### src/rtl/ice_pkg.sv
// constants and types for the in-circuit emulator debug control block
// Notes on behaviour
// - target memory served by host or target, chosen per 4K segment over 64K
// - target I/O ports mapped host or target per 16-port group, input/output separate
// - run from internal 2 MHz clock tick or target clock, chosen by configuration
// - route target accesses to host once assigned; all-host, all-target or mixed
// - two comparators break on matching cycle, qualified memory/io read/write
// - optional AND with stack, opcode fetch state, or user logic signal
// - breakpoint hit while emulating stops target and enters interrogation
// - keep address, data, status of last 44 machine cycles for reading
// - count clock cycles since program start, readable once halted
// - single step runs one instruction then halts
// - multi-step stores every cycle, continues; stops on break or command
// - host writes 8-bit command register; device acts on each write
// - 8-bit status register shows operating state to host
// - device requests and takes host bus as master when needed
// - two 24-bit breakpoint registers hold address and qualifiers
// - configuration and status also exchanged via control block in host memory
package ice_pkg;
  localparam int unsigned HIST_DEPTH   = 44;
  localparam int unsigned SEG_COUNT    = 16;
  localparam int unsigned PORT_GROUPS  = 16;
  localparam int unsigned ADDR_W       = 16;
  localparam int unsigned BP_W         = 24;
  localparam int unsigned CYC_W        = 32;
  localparam int unsigned MCLK_HZ      = 10000000;
  localparam int unsigned INT_CLK_HZ   = 2000000;
  localparam int unsigned INT_TICK_DIV = MCLK_HZ / INT_CLK_HZ;
  // command codes
  localparam logic [7:0] CMD_NOP      = 8'h00;
  localparam logic [7:0] CMD_RUN      = 8'h01;
  localparam logic [7:0] CMD_STEP     = 8'h02;
  localparam logic [7:0] CMD_MSTEP    = 8'h03;
  localparam logic [7:0] CMD_HALT     = 8'h04;
  localparam logic [7:0] CMD_CLR_CNT  = 8'h05;
  localparam logic [7:0] CMD_TAKE_BUS = 8'h06;
  localparam logic [7:0] CMD_FREE_BUS = 8'h07;
  // status bit positions
  localparam int unsigned ST_EMUL   = 0;
  localparam int unsigned ST_INTERR = 1;
  localparam int unsigned ST_BP0    = 2;
  localparam int unsigned ST_BP1    = 3;
  localparam int unsigned ST_STEP   = 4;
  localparam int unsigned ST_MSTEP  = 5;
  localparam int unsigned ST_MASTER = 6;
  localparam int unsigned ST_WRAP   = 7;
  // breakpoint register qualifier bit positions (above 16 address bits)
  localparam int unsigned BQ_MRD   = 16;
  localparam int unsigned BQ_MWR   = 17;
  localparam int unsigned BQ_IORD  = 18;
  localparam int unsigned BQ_IOWR  = 19;
  localparam int unsigned BQ_STACK = 20;
  localparam int unsigned BQ_FETCH = 21;
  localparam int unsigned BQ_USER  = 22;
  localparam int unsigned BQ_EN    = 23;
  localparam logic [7:0] STATUS_RST = 8'h02;

  typedef enum {
    ICE_INTERR,
    ICE_RUN,
    ICE_STEP,
    ICE_MSTEP
  } ice_mode_type;

  typedef struct packed {
    logic [ADDR_W-1:0] addr;
    logic [7:0]        data;
    logic [7:0]        status;
  } ice_cycle_type;

  typedef struct packed {
    logic mem_rd;
    logic mem_wr;
    logic io_rd;
    logic io_wr;
    logic stack;
    logic fetch;
    logic last_cycle;
  } ice_kind_type;

  typedef struct packed {
    logic [SEG_COUNT-1:0]   mem_host;
    logic [PORT_GROUPS-1:0] in_host;
    logic [PORT_GROUPS-1:0] out_host;
    logic                   user_clock;
  } ice_map_type;
endpackage : ice_pkg

### src/rtl/ice_debug_ctrl.sv
// emulator control: mapping, breakpoints, trace, stepping, command/status
`timescale 1ns/1ps
`default_nettype none
module ice_debug_ctrl #(
  parameter int unsigned HIST_DEPTH = ice_pkg::HIST_DEPTH,
  parameter int unsigned TICK_DIV   = ice_pkg::INT_TICK_DIV
) (
  // clock and reset
  input  wire logic              mclk,
  input  wire logic              rst,
  // target clock source
  input  wire logic              target_clk_tick,
  output logic                   emu_clk_tick,
  // host command and status
  input  wire logic              cmd_wr,
  input  wire logic [7:0]        cmd_data,
  output logic [7:0]             status_reg,
  // mapping and breakpoint configuration from control block
  input  wire ice_pkg::ice_map_type map_cfg,
  input  wire logic              bp_wr,
  input  wire logic              bp_sel,
  input  wire logic [23:0]       bp_data,
  // target bus cycle observation
  input  wire logic              cyc_valid,
  input  wire ice_pkg::ice_cycle_type cyc_info,
  input  wire ice_pkg::ice_kind_type  cyc_kind,
  input  wire logic              user_probe,
  // routing and run control
  output logic                   route_to_host,
  output logic                   target_run,
  // host bus mastership
  output logic                   bus_req,
  input  wire logic              bus_grant,
  output logic                   bus_master,
  // readback of halted state
  input  wire logic [5:0]        hist_age,
  output ice_pkg::ice_cycle_type hist_entry,
  output logic [31:0]            cycle_count
);
  initial begin
    if (TICK_DIV < 1) $error("clock divider must be at least one");
    if (TICK_DIV > 256) $error("clock divider wider than its counter");
    if (HIST_DEPTH < 2 || HIST_DEPTH > 64) $error("history depth out of range");
  end

  ice_pkg::ice_mode_type mode_reg;
  ice_pkg::ice_mode_type mode_next;
  logic [23:0] bp0_reg;
  logic [23:0] bp1_reg;
  logic [1:0]  hit_reg;
  logic        want_bus_reg;
  logic        master_reg;
  logic [31:0] count_reg;
  logic [7:0]  div_reg;
  logic        int_tick;
  logic        hist_wrap;

  // one comparator term; any selected cycle kind and all selected extra qualifiers must hold
  function automatic logic bp_match(input logic [23:0] bp,
                                    input ice_pkg::ice_cycle_type c,
                                    input ice_pkg::ice_kind_type k,
                                    input logic probe);
    logic kind_ok;
    logic ext_ok;
    kind_ok = (bp[ice_pkg::BQ_MRD] & k.mem_rd) | (bp[ice_pkg::BQ_MWR] & k.mem_wr) |
              (bp[ice_pkg::BQ_IORD] & k.io_rd) | (bp[ice_pkg::BQ_IOWR] & k.io_wr);
    ext_ok = (~bp[ice_pkg::BQ_STACK] | k.stack) &
             (~bp[ice_pkg::BQ_FETCH] | k.fetch) &
             (~bp[ice_pkg::BQ_USER] | probe);
    bp_match = bp[ice_pkg::BQ_EN] & kind_ok & ext_ok &
               (bp[15:0] == c.addr);
  endfunction : bp_match

  // internal 2 MHz tick or target clock
  assign int_tick     = (div_reg == 8'(TICK_DIV - 1));
  assign emu_clk_tick = map_cfg.user_clock ? target_clk_tick : int_tick;

  // address routing
  wire         is_io     = cyc_kind.io_rd | cyc_kind.io_wr;
  wire [3:0]   mem_seg   = cyc_info.addr[15:12];
  wire [3:0]   port_grp  = cyc_info.addr[7:4];
  wire         mem_host  = map_cfg.mem_host[mem_seg];
  wire         io_host   = cyc_kind.io_rd ? map_cfg.in_host[port_grp]
                                          : map_cfg.out_host[port_grp];
  assign route_to_host = is_io ? io_host : mem_host;

  wire       running  = (mode_reg != ice_pkg::ICE_INTERR);
  wire       hit0     = bp_match(bp0_reg, cyc_info, cyc_kind, user_probe);
  wire       hit1     = bp_match(bp1_reg, cyc_info, cyc_kind, user_probe);
  wire       bp_hit   = cyc_valid & running & (hit0 | hit1);
  wire       cmd_halt = cmd_wr & (cmd_data == ice_pkg::CMD_HALT);
  wire       step_end = cyc_valid & cyc_kind.last_cycle;
  wire       capture  = cyc_valid & running;

  always_comb begin
    mode_next = mode_reg;
    case (mode_reg)
      ice_pkg::ICE_INTERR: begin
        if (cmd_wr && cmd_data == ice_pkg::CMD_RUN) begin
          mode_next = ice_pkg::ICE_RUN;
        end else if (cmd_wr && cmd_data == ice_pkg::CMD_STEP) begin
          mode_next = ice_pkg::ICE_STEP;
        end else if (cmd_wr && cmd_data == ice_pkg::CMD_MSTEP) begin
          mode_next = ice_pkg::ICE_MSTEP;
        end
      end
      ice_pkg::ICE_RUN: begin
        if (bp_hit || cmd_halt) begin
          mode_next = ice_pkg::ICE_INTERR;
        end
      end
      ice_pkg::ICE_STEP: begin
        if (step_end || bp_hit || cmd_halt) begin
          mode_next = ice_pkg::ICE_INTERR;
        end
      end
      ice_pkg::ICE_MSTEP: begin
        if (bp_hit || cmd_halt) begin
          mode_next = ice_pkg::ICE_INTERR;
        end
      end
      default: begin
        mode_next = ice_pkg::ICE_INTERR;
      end
    endcase
  end

  always_ff @(posedge mclk or posedge rst) begin
    if (rst) begin
      mode_reg <= ice_pkg::ICE_INTERR;
    end else begin
      mode_reg <= mode_next;
    end
  end

  // breakpoint registers
  always_ff @(posedge mclk or posedge rst) begin
    if (rst) begin
      bp0_reg <= 24'h000000;
      bp1_reg <= 24'h000000;
    end else if (bp_wr) begin
      if (bp_sel) begin
        bp1_reg <= bp_data;
      end else begin
        bp0_reg <= bp_data;
      end
    end
  end

  // latched hits, cleared when a new run starts; a new hit wins
  wire start_cmd = cmd_wr & (mode_reg == ice_pkg::ICE_INTERR) &
                   ((cmd_data == ice_pkg::CMD_RUN) | (cmd_data == ice_pkg::CMD_STEP) |
                    (cmd_data == ice_pkg::CMD_MSTEP));
  wire [1:0] hit_next = (start_cmd ? 2'b00 : hit_reg) |
                        ({2{capture}} & {hit1, hit0});
  always_ff @(posedge mclk or posedge rst) begin
    if (rst) begin
      hit_reg <= 2'b00;
    end else begin
      hit_reg <= hit_next;
    end
  end

  // internal clock divider and elapsed cycle count
  wire clr_cnt = cmd_wr & ((cmd_data == ice_pkg::CMD_CLR_CNT) | start_cmd &
                 (cmd_data == ice_pkg::CMD_RUN));
  always_ff @(posedge mclk or posedge rst) begin
    if (rst) begin
      div_reg   <= 8'h00;
      count_reg <= 32'h00000000;
    end else begin
      div_reg <= int_tick ? 8'h00 : div_reg + 8'h01;
      if (clr_cnt) begin
        count_reg <= 32'h00000000;
      end else if (running && emu_clk_tick) begin
        count_reg <= count_reg + 32'h00000001;
      end
    end
  end

  // host bus mastership
  always_ff @(posedge mclk or posedge rst) begin
    if (rst) begin
      want_bus_reg <= 1'b0;
      master_reg   <= 1'b0;
    end else begin
      if (cmd_wr && cmd_data == ice_pkg::CMD_TAKE_BUS) begin
        want_bus_reg <= 1'b1;
      end else if (cmd_wr && cmd_data == ice_pkg::CMD_FREE_BUS) begin
        want_bus_reg <= 1'b0;
      end
      master_reg <= want_bus_reg & bus_grant;
    end
  end
  assign bus_req    = want_bus_reg;
  assign bus_master = master_reg;

  ice_history #(
    .DEPTH(HIST_DEPTH)
  ) u_hist (
    .mclk     (mclk),
    .rst      (rst),
    .wr_en    (capture),
    .wr_entry (cyc_info),
    .rd_age   (hist_age),
    .rd_entry (hist_entry),
    .wrapped  (hist_wrap)
  );

  assign target_run  = running;
  assign cycle_count = count_reg;

  always_ff @(posedge mclk or posedge rst) begin
    if (rst) begin
      status_reg <= ice_pkg::STATUS_RST;
    end else begin
      status_reg[ice_pkg::ST_EMUL]   <= (mode_next == ice_pkg::ICE_RUN);
      status_reg[ice_pkg::ST_INTERR] <= (mode_next == ice_pkg::ICE_INTERR);
      status_reg[ice_pkg::ST_BP0]    <= hit_next[0];
      status_reg[ice_pkg::ST_BP1]    <= hit_next[1];
      status_reg[ice_pkg::ST_STEP]   <= (mode_next == ice_pkg::ICE_STEP);
      status_reg[ice_pkg::ST_MSTEP]  <= (mode_next == ice_pkg::ICE_MSTEP);
      status_reg[ice_pkg::ST_MASTER] <= master_reg;
      status_reg[ice_pkg::ST_WRAP]   <= hist_wrap;
    end
  end
endmodule : ice_debug_ctrl
`default_nettype wire

### src/rtl/ice_history.sv
// circular trace store of recent machine cycles
`timescale 1ns/1ps
`default_nettype none
module ice_history #(
  parameter int unsigned DEPTH = ice_pkg::HIST_DEPTH
) (
  // clock and reset
  input  wire logic              mclk,
  input  wire logic              rst,
  // capture side
  input  wire logic              wr_en,
  input  wire ice_pkg::ice_cycle_type wr_entry,
  // readback side, age 0 is newest
  input  wire logic [5:0]        rd_age,
  output ice_pkg::ice_cycle_type rd_entry,
  output logic                   wrapped
);
  initial begin
    if (DEPTH < 2 || DEPTH > 64) $error("history depth out of range");
  end

  ice_pkg::ice_cycle_type mem [DEPTH];
  logic [5:0] wp_reg;
  logic [5:0] wp_next;
  logic       wrap_reg;
  logic [5:0] rd_idx;
  logic [6:0] rd_sum;

  assign wp_next = (wp_reg == 6'(DEPTH - 1)) ? 6'h00 : wp_reg + 6'h01;
  assign rd_sum  = {1'b0, wp_reg} + 7'(DEPTH) - 7'h01 - {1'b0, rd_age};
  assign rd_idx  = (rd_sum >= 7'(DEPTH)) ? 6'(rd_sum - 7'(DEPTH)) : rd_sum[5:0];
  assign wrapped = wrap_reg;

  always_ff @(posedge mclk) begin
    if (wr_en) begin
      mem[wp_reg] <= wr_entry;
    end
  end

  always_ff @(posedge mclk or posedge rst) begin
    if (rst) begin
      wp_reg   <= 6'h00;
      wrap_reg <= 1'b0;
    end else if (wr_en) begin
      wp_reg   <= wp_next;
      wrap_reg <= wrap_reg | (wp_reg == 6'(DEPTH - 1));
    end
  end

  always_ff @(posedge mclk or posedge rst) begin
    if (rst) begin
      rd_entry <= '0;
    end else begin
      rd_entry <= mem[rd_idx];
    end
  end
endmodule : ice_history
`default_nettype wire

### config.mk
export PLATFORM = sky130hd
export DESIGN_NAME = ice_debug_ctrl
export DESIGN_NICKNAME = d
export VERILOG_FILES = /design/src/rtl/ice_pkg.sv /design/src/rtl/ice_debug_ctrl.sv /design/src/rtl/ice_history.sv
export SDC_FILE = /design/constraint.sdc
export NUM_CORES = 1
export LEC_CHECK = 0
export BUFFER_PORTS_ARGS = -buffer_cell sky130_fd_sc_hd__buf_4
export CAP_MARGIN = 20
export CORE_ASPECT_RATIO = 1.1
export CORE_UTILIZATION = 60
export CTS_BUF_LIST = sky130_fd_sc_hd__clkbuf_4 sky130_fd_sc_hd__clkbuf_8
export CTS_CLUSTER_DIAMETER = 200
export DETAILED_ROUTE_END_ITERATION = 7
export PLACE_DENSITY_LB_ADDON = 0.08
export SYNTH_ARGS = -nofsm -noshare
export SYNTH_HDL_FRONTEND = slang
export SYNTH_SLANG_ARGS = --single-unit
### constraint.sdc
create_clock -name mclk -period 8.4 [get_ports mclk]
set_input_delay 1.26 -clock mclk [delete_from_list [all_inputs] [get_ports mclk]]
set_output_delay 1.26 -clock mclk [all_outputs]
set_load 0.01 [all_outputs]
# After elaboration in Yosys (flattened, before gate mapping)
# Memory sizes are Yosys's and may differ from the RTL's. A register that Yosys moved wholly into a read port is not among the register bits.
# Cells that the tools add are included.
# W data, S select, Z words.
[word_totals]
elab_cells = 136
out_inout_bits = 77
latch_bits = 0
in_bits = 135
rom_bits = 0
n_memories = 1
reg_bits = 139
mem_bits_rw = 1408
[mem_list]
columns = ["memory", "depth", "width", "rd", "rd_ports_with_merged_regs", "write_ports", "line", "text"]
rows = [
  ["u_hist.mem", 44, 32, 1, 1, 1, "ice_history.sv:22", "ice_pkg::ice_cycle_type mem [DEPTH];"],
]
[classes]
order_cmp = 3
shift = 0
n_bitwise = 54
n_addsub = 7
eq_ne = 17
div_mod_pow = 0
reduce_logical = 18
mul = 0
mux = 25
[op_table]
columns = ["operator", "count"]
rows = [
  ["$mux W32", 7],
  ["$eq A32 B2 Y1 const B", 3],
  ["$logic_not A32 Y1", 3],
  ["$pmux W32 S3", 1],
  ["$eq A32 B3 Y1 const B", 2],
  ["$eq A8 B3 Y1 const B", 5],
  ["$add A32 B1 Y32 const B", 1],
  ["$eq A16 B16 Y1", 2],
  ["$eq A32 B1 Y1 const B", 1],
  ["$reduce_bool A32 Y1", 1],
  ["$and A1 B1 Y1", 27],
  ["$or A1 B1 Y1", 18],
  ["$eq A8 B2 Y1 const B", 2],
  ["$bmux W1 S4", 3],
  ["$mux W6", 2],
  ["$lt A4 B5 Y1 const B", 2],
  ["$mux W1", 10],
  ["$add A8 B1 Y8 const B", 1],
  ["$eq A8 B1 Y1 const B", 1],
  ["$mux W8", 1],
  ["$add A6 B6 Y7 const B", 1],
  ["$ge A7 B6 Y1 const B", 1],
  ["$not A1 Y1", 7],
  ["$sub A7 B1 Y7 const B", 1],
  ["12 further kinds", 21],
]

# Longest topological paths before layout
# Gate-level depths: netlist of the first run.
[depth]
word_depth = 14
ltp_mapped = 16
depth_no_buf = 12

# Modules after synthesis
# A second synthesis of the first run with hierarchy kept.
[hier_totals]
cells_unflattened = 3073
area_unflattened_um2 = 61476.5
[modules_own_cells]
columns = ["module", "cells_each", "n_inst", "area_each_um2", "seq_area_each_um2"]
rows = [
  ["ice_history", 2595, 1, 55549.5, 43256.5],
  ["ice_debug_ctrl", 478, 1, 5926.9, 3254.4],
]

# Worst setup path after synthesis of the first run
# No wires, ideal clock.
[synth_timing]
kind = "in2reg"
from = "input hist_age[1]"
to = "register, netlist name u_hist.rd_entry[10]"
required_ns = 8.274
arrival_time_ns = 4.381
stages = 12
path_buffers = 1
setup_ns = 0.126
path_slack_ns = 3.894
path_cell_list = "inv_1 ha_1 ha_1 fa_1 xor2_1 ha_1 xnor3_1 clkbuf_1 mux4_2 a211oi_1 o211ai_1 o311a_1"
[synth_between]
elab_chain_cells = 3
elab_cells_between_ends = 4
classes_between = "2 x add/sub; 1 x order compare; 1 x mux"
[synth_rtl]
columns = ["item", "line", "text"]
rows = [
  ["start: declaration", "ice_debug_ctrl.sv:36", "input wire logic [5:0] hist_age,"],
  ["$sub A7 B6 Y7 *", "ice_history.sv:30", "assign rd_sum = {1'b0, wp_reg} + 7'(DEPTH) - 7'h01 - {1'b0, rd_age};"],
  ["$sub A6 B6 Y6 or $ge A7 B6 Y1 (tied branches)", "ice_history.sv:31", "assign rd_idx = (rd_sum >= 7'(DEPTH)) ? 6'(rd_sum - 7'(DEPTH)) : rd_sum[5:0];"],
  ["$mux W6 *", "ice_history.sv:31", ""],
]
# Mark *: on every way between the ends. The rest lies on a longest branch, timed or not.
# A chain may end at the register's enable or synchronous reset.

# Final worst setup path of the first run
[layout_timing]
from = "register u_hist.wp_reg[1]"
to = "register, netlist name u_hist.rd_entry[31]"
[layout_between]
elab_chain_cells = 5
elab_cells_between_ends = 6
classes_between = "4 x add/sub; 1 x order compare; 1 x mux"
[layout_rtl]
columns = ["item", "line", "text"]
rows = [
  ["start: declaration", "ice_history.sv:23", "logic [5:0] wp_reg;"],
  ["start signal: assignment", "ice_history.sv:45", "wp_reg <= wp_next;"],
  ["$add A6 B6 Y7 *", "ice_history.sv:30", ""],
  ["$sub A7 B1 Y7 *", "ice_history.sv:30", ""],
  ["$sub A7 B6 Y7 *", "ice_history.sv:30", ""],
  ["$sub A6 B6 Y6 or $ge A7 B6 Y1 (tied branches)", "ice_history.sv:31", ""],
  ["$mux W6 *", "ice_history.sv:31", ""],
]
# Marked as above.

==> impl_metrics.py, run 1 <==
metrics = {
    "outcome": {
        "status": "complete, no violations",
    },
    "yosys": {
        "synth-simple-area-share": 0.03935,
        "post_syn_instances": 3299,
        "yosysTopAreaCell": "edfxtp_1",
        "post_synth_fa_ha_maj_area_fraction": 0.003449,
        "yosys.area.top_type_share": 0.6622,
        "yosys.cell_types.count": 68,
        "yosysSeqAreaShare": 0.7284,
        "yosys-mux-area-fraction": 0.1658,
        "avgSynthCellArea_um2": 19.35,
        "dominant_combinational_cell_family_by_area_after_synthesis": "multiplexers",
        "synth-seq-cells": 1577,
        "synth_compound_area_frac": 0.03631,
        "ys_async_sr_fraction": 0.1072,
        "ys.warnings.count": 0,
        "syn-cell-area_um2": 63850,
        "synth-edff-count": 1408,
        "main_synth_ff_type": "edfxtp_1",
        "yosys-top-cells-area": "edfxtp_1 66%, mux4_2 15%, dfrtp_1 6.6%, nand2_1 1.7%, mux2_2 0.85%",
        "yosys.area_share.xor_xnor": 0.009543,
    },
    "global_route": {
        "grt_first_pass_wirelength_mm": 232.1,
        "grt.total_usage": 0.3007,
        "number_of_antenna_violations_at_the_first_check_in_global_routing": 2,
        "maximum_number_of_pins_on_one_net_before_global_route_repair": 151,
        "gr-total-overflow": 0,
        "vias_in_the_first_global_route": 35559,
    },
    "worst_hold_path": {
        "min_delay_path_depth": 0,
        "whs_endpoint": "status_reg[6]",
        "timing.hold.worst.class": "register to register",
        "hold_path_startpoint": "bus_master",
    },
    "clocking": {
        "worst_path_clk_slew_ns": 0.07,
        "post_cts.repair.setup_buffers": 0,
        "cts_root_buf": "clkbuf_8",
        "clock_tree_from_tritoncts": "yes",
        "ctsLongestPathBuffers": 3,
        "insertion_delay_to_the_later_sink_of_the_worst_skew_pair_ns": 0.90,
        "cts_hold_buf": 0,
        "numCtsBuffers": 235,
        "cts.repair.resized": 0,
        "clock-sinks": 1577,
        "clock_h_tree_levels": 4,
    },
    "drt": {
        "drtIter0Drc": 3965,
        "post_drt_via_cell_ratio": 6.547,
        "routed_wire_length_per_instance_um": 30.24,
        "final_antenna_net_count": 0,
        "num_vias": 34445,
        "remaining_drc_errors": 0,
        "first_pass_iters": 6,
        "route.final.wire_length_mm": 159.1,
    },
    "floorplan": {
        "floorplan.die_area_um2": 107700,
        "initial_utilization": 0.6048,
        "design.portCount": 212,
        "cell_rows": 125,
        "die_width_um": 313.0,
        "placeableCoreArea_um2": 105600,
        "die_height_um": 344.1,
    },
    "power": {
        "p_total_mw": 26.86,
        "powerDensity_nw_per_um2": 372.0,
        "static-leakage-power_nw": 24.32,
        "worst_ir_drop_vdd_uv": 886.6,
    },
    "placed_design": {
        "placed_area_um2": 67560,
        "dp_hpwl_mm": 90.03,
        "gpl.final_weighted_congestion": 0.8660,
        "detailedPlace.worstSlack_ns": 2.333,
        "buffer_ports.inserted": 211,
    },
    "critical_path": {
        "endpoint_kind": "register",
        "cp_data_arrival_time_ns": 6.05,
        "critPathMaxFanout": 34,
        "crit_type": "register to register",
        "crit_path_start": "u_hist.wp_reg[1]",
        "critical_path.reg2reg.startpoint": "u_hist.wp_reg[1]",
        "critPathMaxStageDelay_ns": 1.15,
        "crit_path_top_delay_cell": "fa_4",
        "cp.buffers_inverters": 0,
        "reg2reg_depth": 9,
        "timing.critical_path.cells": "ha_1 > ha_4 > fa_4 > ha_1 > xnor3_2 > mux4_2 > a211oi_1 > o211ai_1 > o311a_1",
        "timing.rr.end": "u_hist.rd_entry[31]",
        "path_delay_family": "adder cells",
        "worstSetupStartpointType": "register",
        "critPathRequiredTime_ns": 9.17,
        "regToRegSetupSlack_ns": 3.12,
        "cp_common_cell": "ha_1",
    },
    "layout": {
        "multiInputGateArea_um2": 16820,
        "register_area_um2": 46510,
        "stdcell_area_um2": 72210,
        "layout.cells.most_common_list": "1408 x edfxtp_1, 430 x mux4_2, 290 x nand2_1",
        "layout_commonest_cell": "edfxtp_1",
        "max_flop_register": "u_hist.mem",
        "layout-drive-gt1-share": 0.3161,
        "area_delta_synth_final_pct": 13.09,
        "filler_cell_count": 6840,
        "finalNetCount": 3810,
        "largest_reg_flops": 1408,
    },
    "sta": {
        "setup_tns_after_final_layout_ns": 0,
        "tightest_slew_ns": 1.216,
        "setup_viol_count_final": 0,
        "finalHoldViolations": 0,
        "clock.fmax_mhz": 189.6,
        "slew-limit-headroom": 0.1895,
        "final_worst_path_period_share": 0.6280,
        "grt_setup_unrepaired": "no",
        "finalWorstPathRequiredPeriod_ns": 5.275,
        "slew_violations": 0,
        "fin_ws_ns": 3.125,
        "fin_skew_ns": 0.02881,
    },
    "flow_run": {
        "drv.max_cap_violation_count": 0,
    },
}
[cells in the mapped netlist, drive strengths merged, types with 3 or more instances]
library cell	instances
edfxtp	1408
mux4	430
nand2	291
dfrtp	168
clkbuf	111
nor2	94
buf	84
inv	64
o211ai	63
nand3	56
mux2	48
a21oi	44
xor2	43
nor3	37
a211oi	36
mux2i	36
a22o	35
a221oi	33
o311a	32
xnor2	24
nor4	22
ha	16
o21ai	16
and3	11
nand4	11
and2	10
or3	8
a22oi	7
nor2b	7
a32oi	5
o21a	5
a21o	4
nand3b	4
nor3b	4
a211o	3
a21boi	3
[worst max path at each step]
stage                          endpoint  slack [ns]  cells after the start
global placement    u_hist.rd_entry[10]        2.22                     13
finish              u_hist.rd_entry[31]        3.12                      9
floorplan                    bp0_reg[0]        2.57                      1
global route        u_hist.rd_entry[26]        3.03                      8
CTS                 u_hist.rd_entry[31]        3.23                      9
detailed placement  u_hist.rd_entry[31]        2.33                     11
[report_power, final]
part / switching, mW / internal, mW
sequential: 0.208 / 9.00
clock: 2.88 / 3.21
combinational: 7.12 / 4.44
total: 10.2 / 16.7
[through the flow]
stage / instances / util / hold slack (ns)
global placement: 4817 / 0.6398 / 0.3654
finish: 5261 / 0.6840 / 0.3930
CTS: 5260 / 0.6839 / 0.3960
global route: 5261 / 0.6840 / 0.4037
detailed placement: 4818 / 0.6400 / 0.3811
floorplan: 3328 / - / 0.3554
[per-layer routing]
layer / GRT usage / up-vias / part of all wire / routed length [µm]
met5: 0 / - / 0.000082 / 13
met4: 0.1086 / 2 / 0.032 / 5036
met3: 0.06049 / 297 / 0.091 / 14450
met2: 0.4783 / 1836 / 0.49 / 77690
met1: 0.4209 / 18097 / 0.39 / 61880
li1: - / 14213 / - / -
[cell type report]
| cell class | instances | area share |
|---|---|---|
| clock inverter | 113 | 0.008577 |
| multi-input combinational | 1492 | 0.2330 |
| sequential | 1577 | 0.6441 |
| clock buffer | 329 | 0.05569 |
| inverter | 64 | 0.003466 |
| timing repair buffer | 288 | 0.03091 |
| tap | 1397 | 0.02421 |
| antenna | 1 | 0.00003466 |
[kinds of logic (layout without fill, tap and decap cells)]
| logic type | count (synthesis) | in the layout |
|---|---|---|
| buffers and inverters | 259 | 794 |
| xor gates and xnor gates | 68 | 68 |
| adders and majority gates | 17 | 17 |
| and+or+nand+nor | 562 | 562 |
| AOI/OAI and AO/OA | 301 | 301 |
| muxes | 514 | 514 |
| DFF | 1577 | 1577 |
| other | 1 | 31 |
Note: power is estimated with default switching activity, not from simulation.
==> inputs of run 2 (changes only) <==
--- a/config.mk
+++ b/config.mk
@@ -8,7 +8,7 @@
 export BUFFER_PORTS_ARGS = -buffer_cell sky130_fd_sc_hd__buf_4
 export CAP_MARGIN = 20
 export CORE_ASPECT_RATIO = 1.1
-export CORE_UTILIZATION = 60
+export CORE_UTILIZATION = 58
 export CTS_BUF_LIST = sky130_fd_sc_hd__clkbuf_4 sky130_fd_sc_hd__clkbuf_8
 export CTS_CLUSTER_DIAMETER = 200
 export DETAILED_ROUTE_END_ITERATION = 7
==> constraint.sdc (replaced) <==
create_clock -name mclk -period 4.6 [get_ports mclk]
set_input_delay 0.69 -clock mclk [delete_from_list [all_inputs] [get_ports mclk]]
set_output_delay 0.69 -clock mclk [all_outputs]
set_load 0.01 [all_outputs]
==> impl_metrics.py, run 2 (synthesis gave the netlist of run 1 again) <==
metrics = {
    "outcome": {
        "status": "complete, no violations",
    },
    "drt": {
        "first_pass_iters": 6,
        "post_drt_via_cell_ratio": 6.479,
        "final_antenna_net_count": 0,
        "num_vias": 34766,
        "route.final.wire_length_mm": 161.0,
        "routed_wire_length_per_instance_um": 30.01,
        "drtIter0Drc": 3895,
        "remaining_drc_errors": 0,
    },
    "layout": {
        "max_flop_register": "u_hist.mem",
        "finalNetCount": 3895,
        "layout-drive-gt1-share": 0.3291,
        "layout_commonest_cell": "edfxtp_1",
        "filler_cell_count": 7089,
        "final_standard_cell_utilization_of_the_core": 0.6759,
        "layout.cells.most_common_list": "1408 x edfxtp_1, 430 x mux4_2, 305 x buf_4",
        "stdcell_area_um2": 73680,
        "area_delta_synth_final_pct": 15.40,
        "layout.cells.non_filler": 5366,
        "largest_reg_flops": 1408,
    },
    "worst_hold_path": {
        "hold_path_startpoint": "cyc_info[11]",
        "timing.hold.worst.class": "input pin to register",
        "whs_endpoint": "u_hist.mem[4][11]",
        "min_delay_path_depth": 1,
    },
    "floorplan": {
        "initial_utilization": 0.5858,
        "cell_rows": 127,
        "design.portCount": 212,
        "placeableCoreArea_um2": 109000,
        "die_width_um": 318.4,
        "die_height_um": 350.0,
        "floorplan.die_area_um2": 111400,
    },
    "critical_path": {
        "cp_data_arrival_time_ns": 5.23,
        "worstSetupStartpointType": "register",
        "reg2reg_depth": 10,
        "timing.rr.end": "u_hist.rd_entry[27]",
        "crit_type": "register to register",
        "endpoint_kind": "register",
        "regToRegSetupSlack_ns": 0.22,
        "critical_path.reg2reg.startpoint": "u_hist.wp_reg[1]",
        "critPathMaxStageDelay_ns": 0.94,
        "timing.critical_path.cells": "ha_1 > ha_4 > fa_4 > buf_4 > a22oi_1 > o21ai_4 > a21o_2 > a21oi_2 > o211ai_1 > o311a_1",
        "critPathMaxFanout": 16,
        "crit_path_top_delay_cell": "a21oi_2",
        "critPathRequiredTime_ns": 5.45,
    },
    "sta": {
        "setup_viol_count_final": 0,
        "fin_ws_ns": 0.2168,
        "fin_skew_ns": 0.03834,
        "slew_violations": 0,
        "final_worst_path_period_share": 0.9529,
        "setup_tns_after_final_layout_ns": 0,
        "hold-worst-slack_ns": 0.2030,
        "finalWorstPathRequiredPeriod_ns": 4.383,
        "tightest_slew_ns": 1.164,
        "grt_setup_unrepaired": "no",
        "clock.fmax_mhz": 228.1,
        "slew-limit-headroom": 0.2239,
        "finalHoldViolations": 0,
    },
    "global_route": {
        "grt_first_pass_wirelength_mm": 236.3,
        "grt.total_usage": 0.2942,
        "maximum_number_of_pins_on_one_net_before_global_route_repair": 83,
        "number_of_antenna_violations_at_the_first_check_in_global_routing": 1,
        "vias_in_the_first_global_route": 35571,
        "gr-total-overflow": 0,
    },
    "clocking": {
        "clock_tree_from_tritoncts": "yes",
        "post_cts.repair.setup_buffers": 0,
        "numCtsBuffers": 236,
        "clock-sinks": 1577,
        "ctsLongestPathBuffers": 3,
        "insertion_delay_to_the_later_sink_of_the_worst_skew_pair_ns": 0.96,
        "clock_h_tree_levels": 4,
        "worst_path_clk_slew_ns": 0.06,
        "cts_root_buf": "clkbuf_8",
    },
    "power": {
        "seq_power_share": 0.335,
        "p_total_mw": 50.25,
        "intPower_mw": 31.59,
        "powerDensity_nw_per_um2": 682.0,
        "power.switching_fraction": 0.3714,
        "clock_share_of_power": 0.236,
        "static-leakage-power_nw": 25.01,
        "p_comb_frac": 0.429,
        "net-switching-power_mw": 18.66,
        "worst_ir_drop_vdd_uv": 909.2,
    },
    "placed_design": {
        "detailedPlace.worstSlack_ns": -0.2769,
        "buffer_ports.inserted": 211,
        "gpl.final_weighted_congestion": 0.8759,
        "placed_area_um2": 68290,
        "dp_cells": 4889,
        "dp_hpwl_mm": 95.10,
    },
    "flow_run": {
        "drv.max_cap_violation_count": 0,
    },
}
-- run 2: cell types whose count changed in the layout (fill, tap and decap cells not counted), sizes merged --
cell         before  now
dlygate4sd3       0   29
clkinv           99   64
buf             288  342
clkbuf          329  349
diode             1    3
a21oi            44   45
inv              68   74
bufinv            4   10
-- run 2: final cells by class --
class	instances	area (µm²)	area share
Inverter	64	246.5	0.003345
Tap cell	1419	1775	0.02410
Timing Repair Buffer	371	3358	0.04558
Clock inverter	90	743.2	0.01009
Multi-Input combinational cell	1493	16830	0.2284
Clock buffer	349	4209	0.05712
Sequential cell	1577	46510	0.6312
Antenna cell	3	7.507	0.0001019
-- run 2: worst max path at each step --
stage,start,endpoint,slack [ns],cells past startpoint
CTS,u_hist.wp_reg[1],u_hist.rd_entry[13],0.14,10
finish,u_hist.wp_reg[1],u_hist.rd_entry[27],0.22,10
floorplan,hist_age[1],u_hist.rd_entry[10],0.66,12
global placement,hist_age[1],u_hist.rd_entry[11],-0.20,12
detailed placement,hist_age[1],u_hist.rd_entry[11],-0.28,12
global route,u_hist.wp_reg[1],u_hist.rd_entry[5],0.10,10
-- run 2: power groups by stage --
stage | clock network [mW] | registers (mW) | logic [mW]
floorplan | 0 | 17.0 | 13.7
global placement | 0 | 17.1 | 20.8
detailed placement | 0 | 17.1 | 21.1
CTS | 12.0 | 16.8 | 21.3
global route | 12.6 | 16.8 | 22.8
finish | 11.9 | 16.8 | 21.6
-- run 2: repair_timing --
| action | 4_1_cts | 5_1_grt |
|---|---|---|
| setup endpoints to repair | 0 | 3 |
| resized for setup | 0 | 0 |
| endpoints found under the hold margin | 89 | 0 |
| hold buffers | 29 | 0 |
-- run 2: worst max-delay path, delay by kind of cell (launching register included) --
kind,cells,cell delay [ns]
AO/OA/AOI/OAI,6,2.19
adder cells (fa/ha/maj),3,1.23
flip-flops,1,0.59
buffers and inverters,1,0.27
-- run 2: routing by layer --
metal | GRT usage | vias to the layer above | share of wire
met2 | 0.4637 | 1816 | 0.48
met5 | 0 | - | 0
met4 | 0.09898 | 0 | 0.028
met1 | 0.4172 | 18295 | 0.40
met3 | 0.05984 | 280 | 0.090
li1 | - | 14375 | -
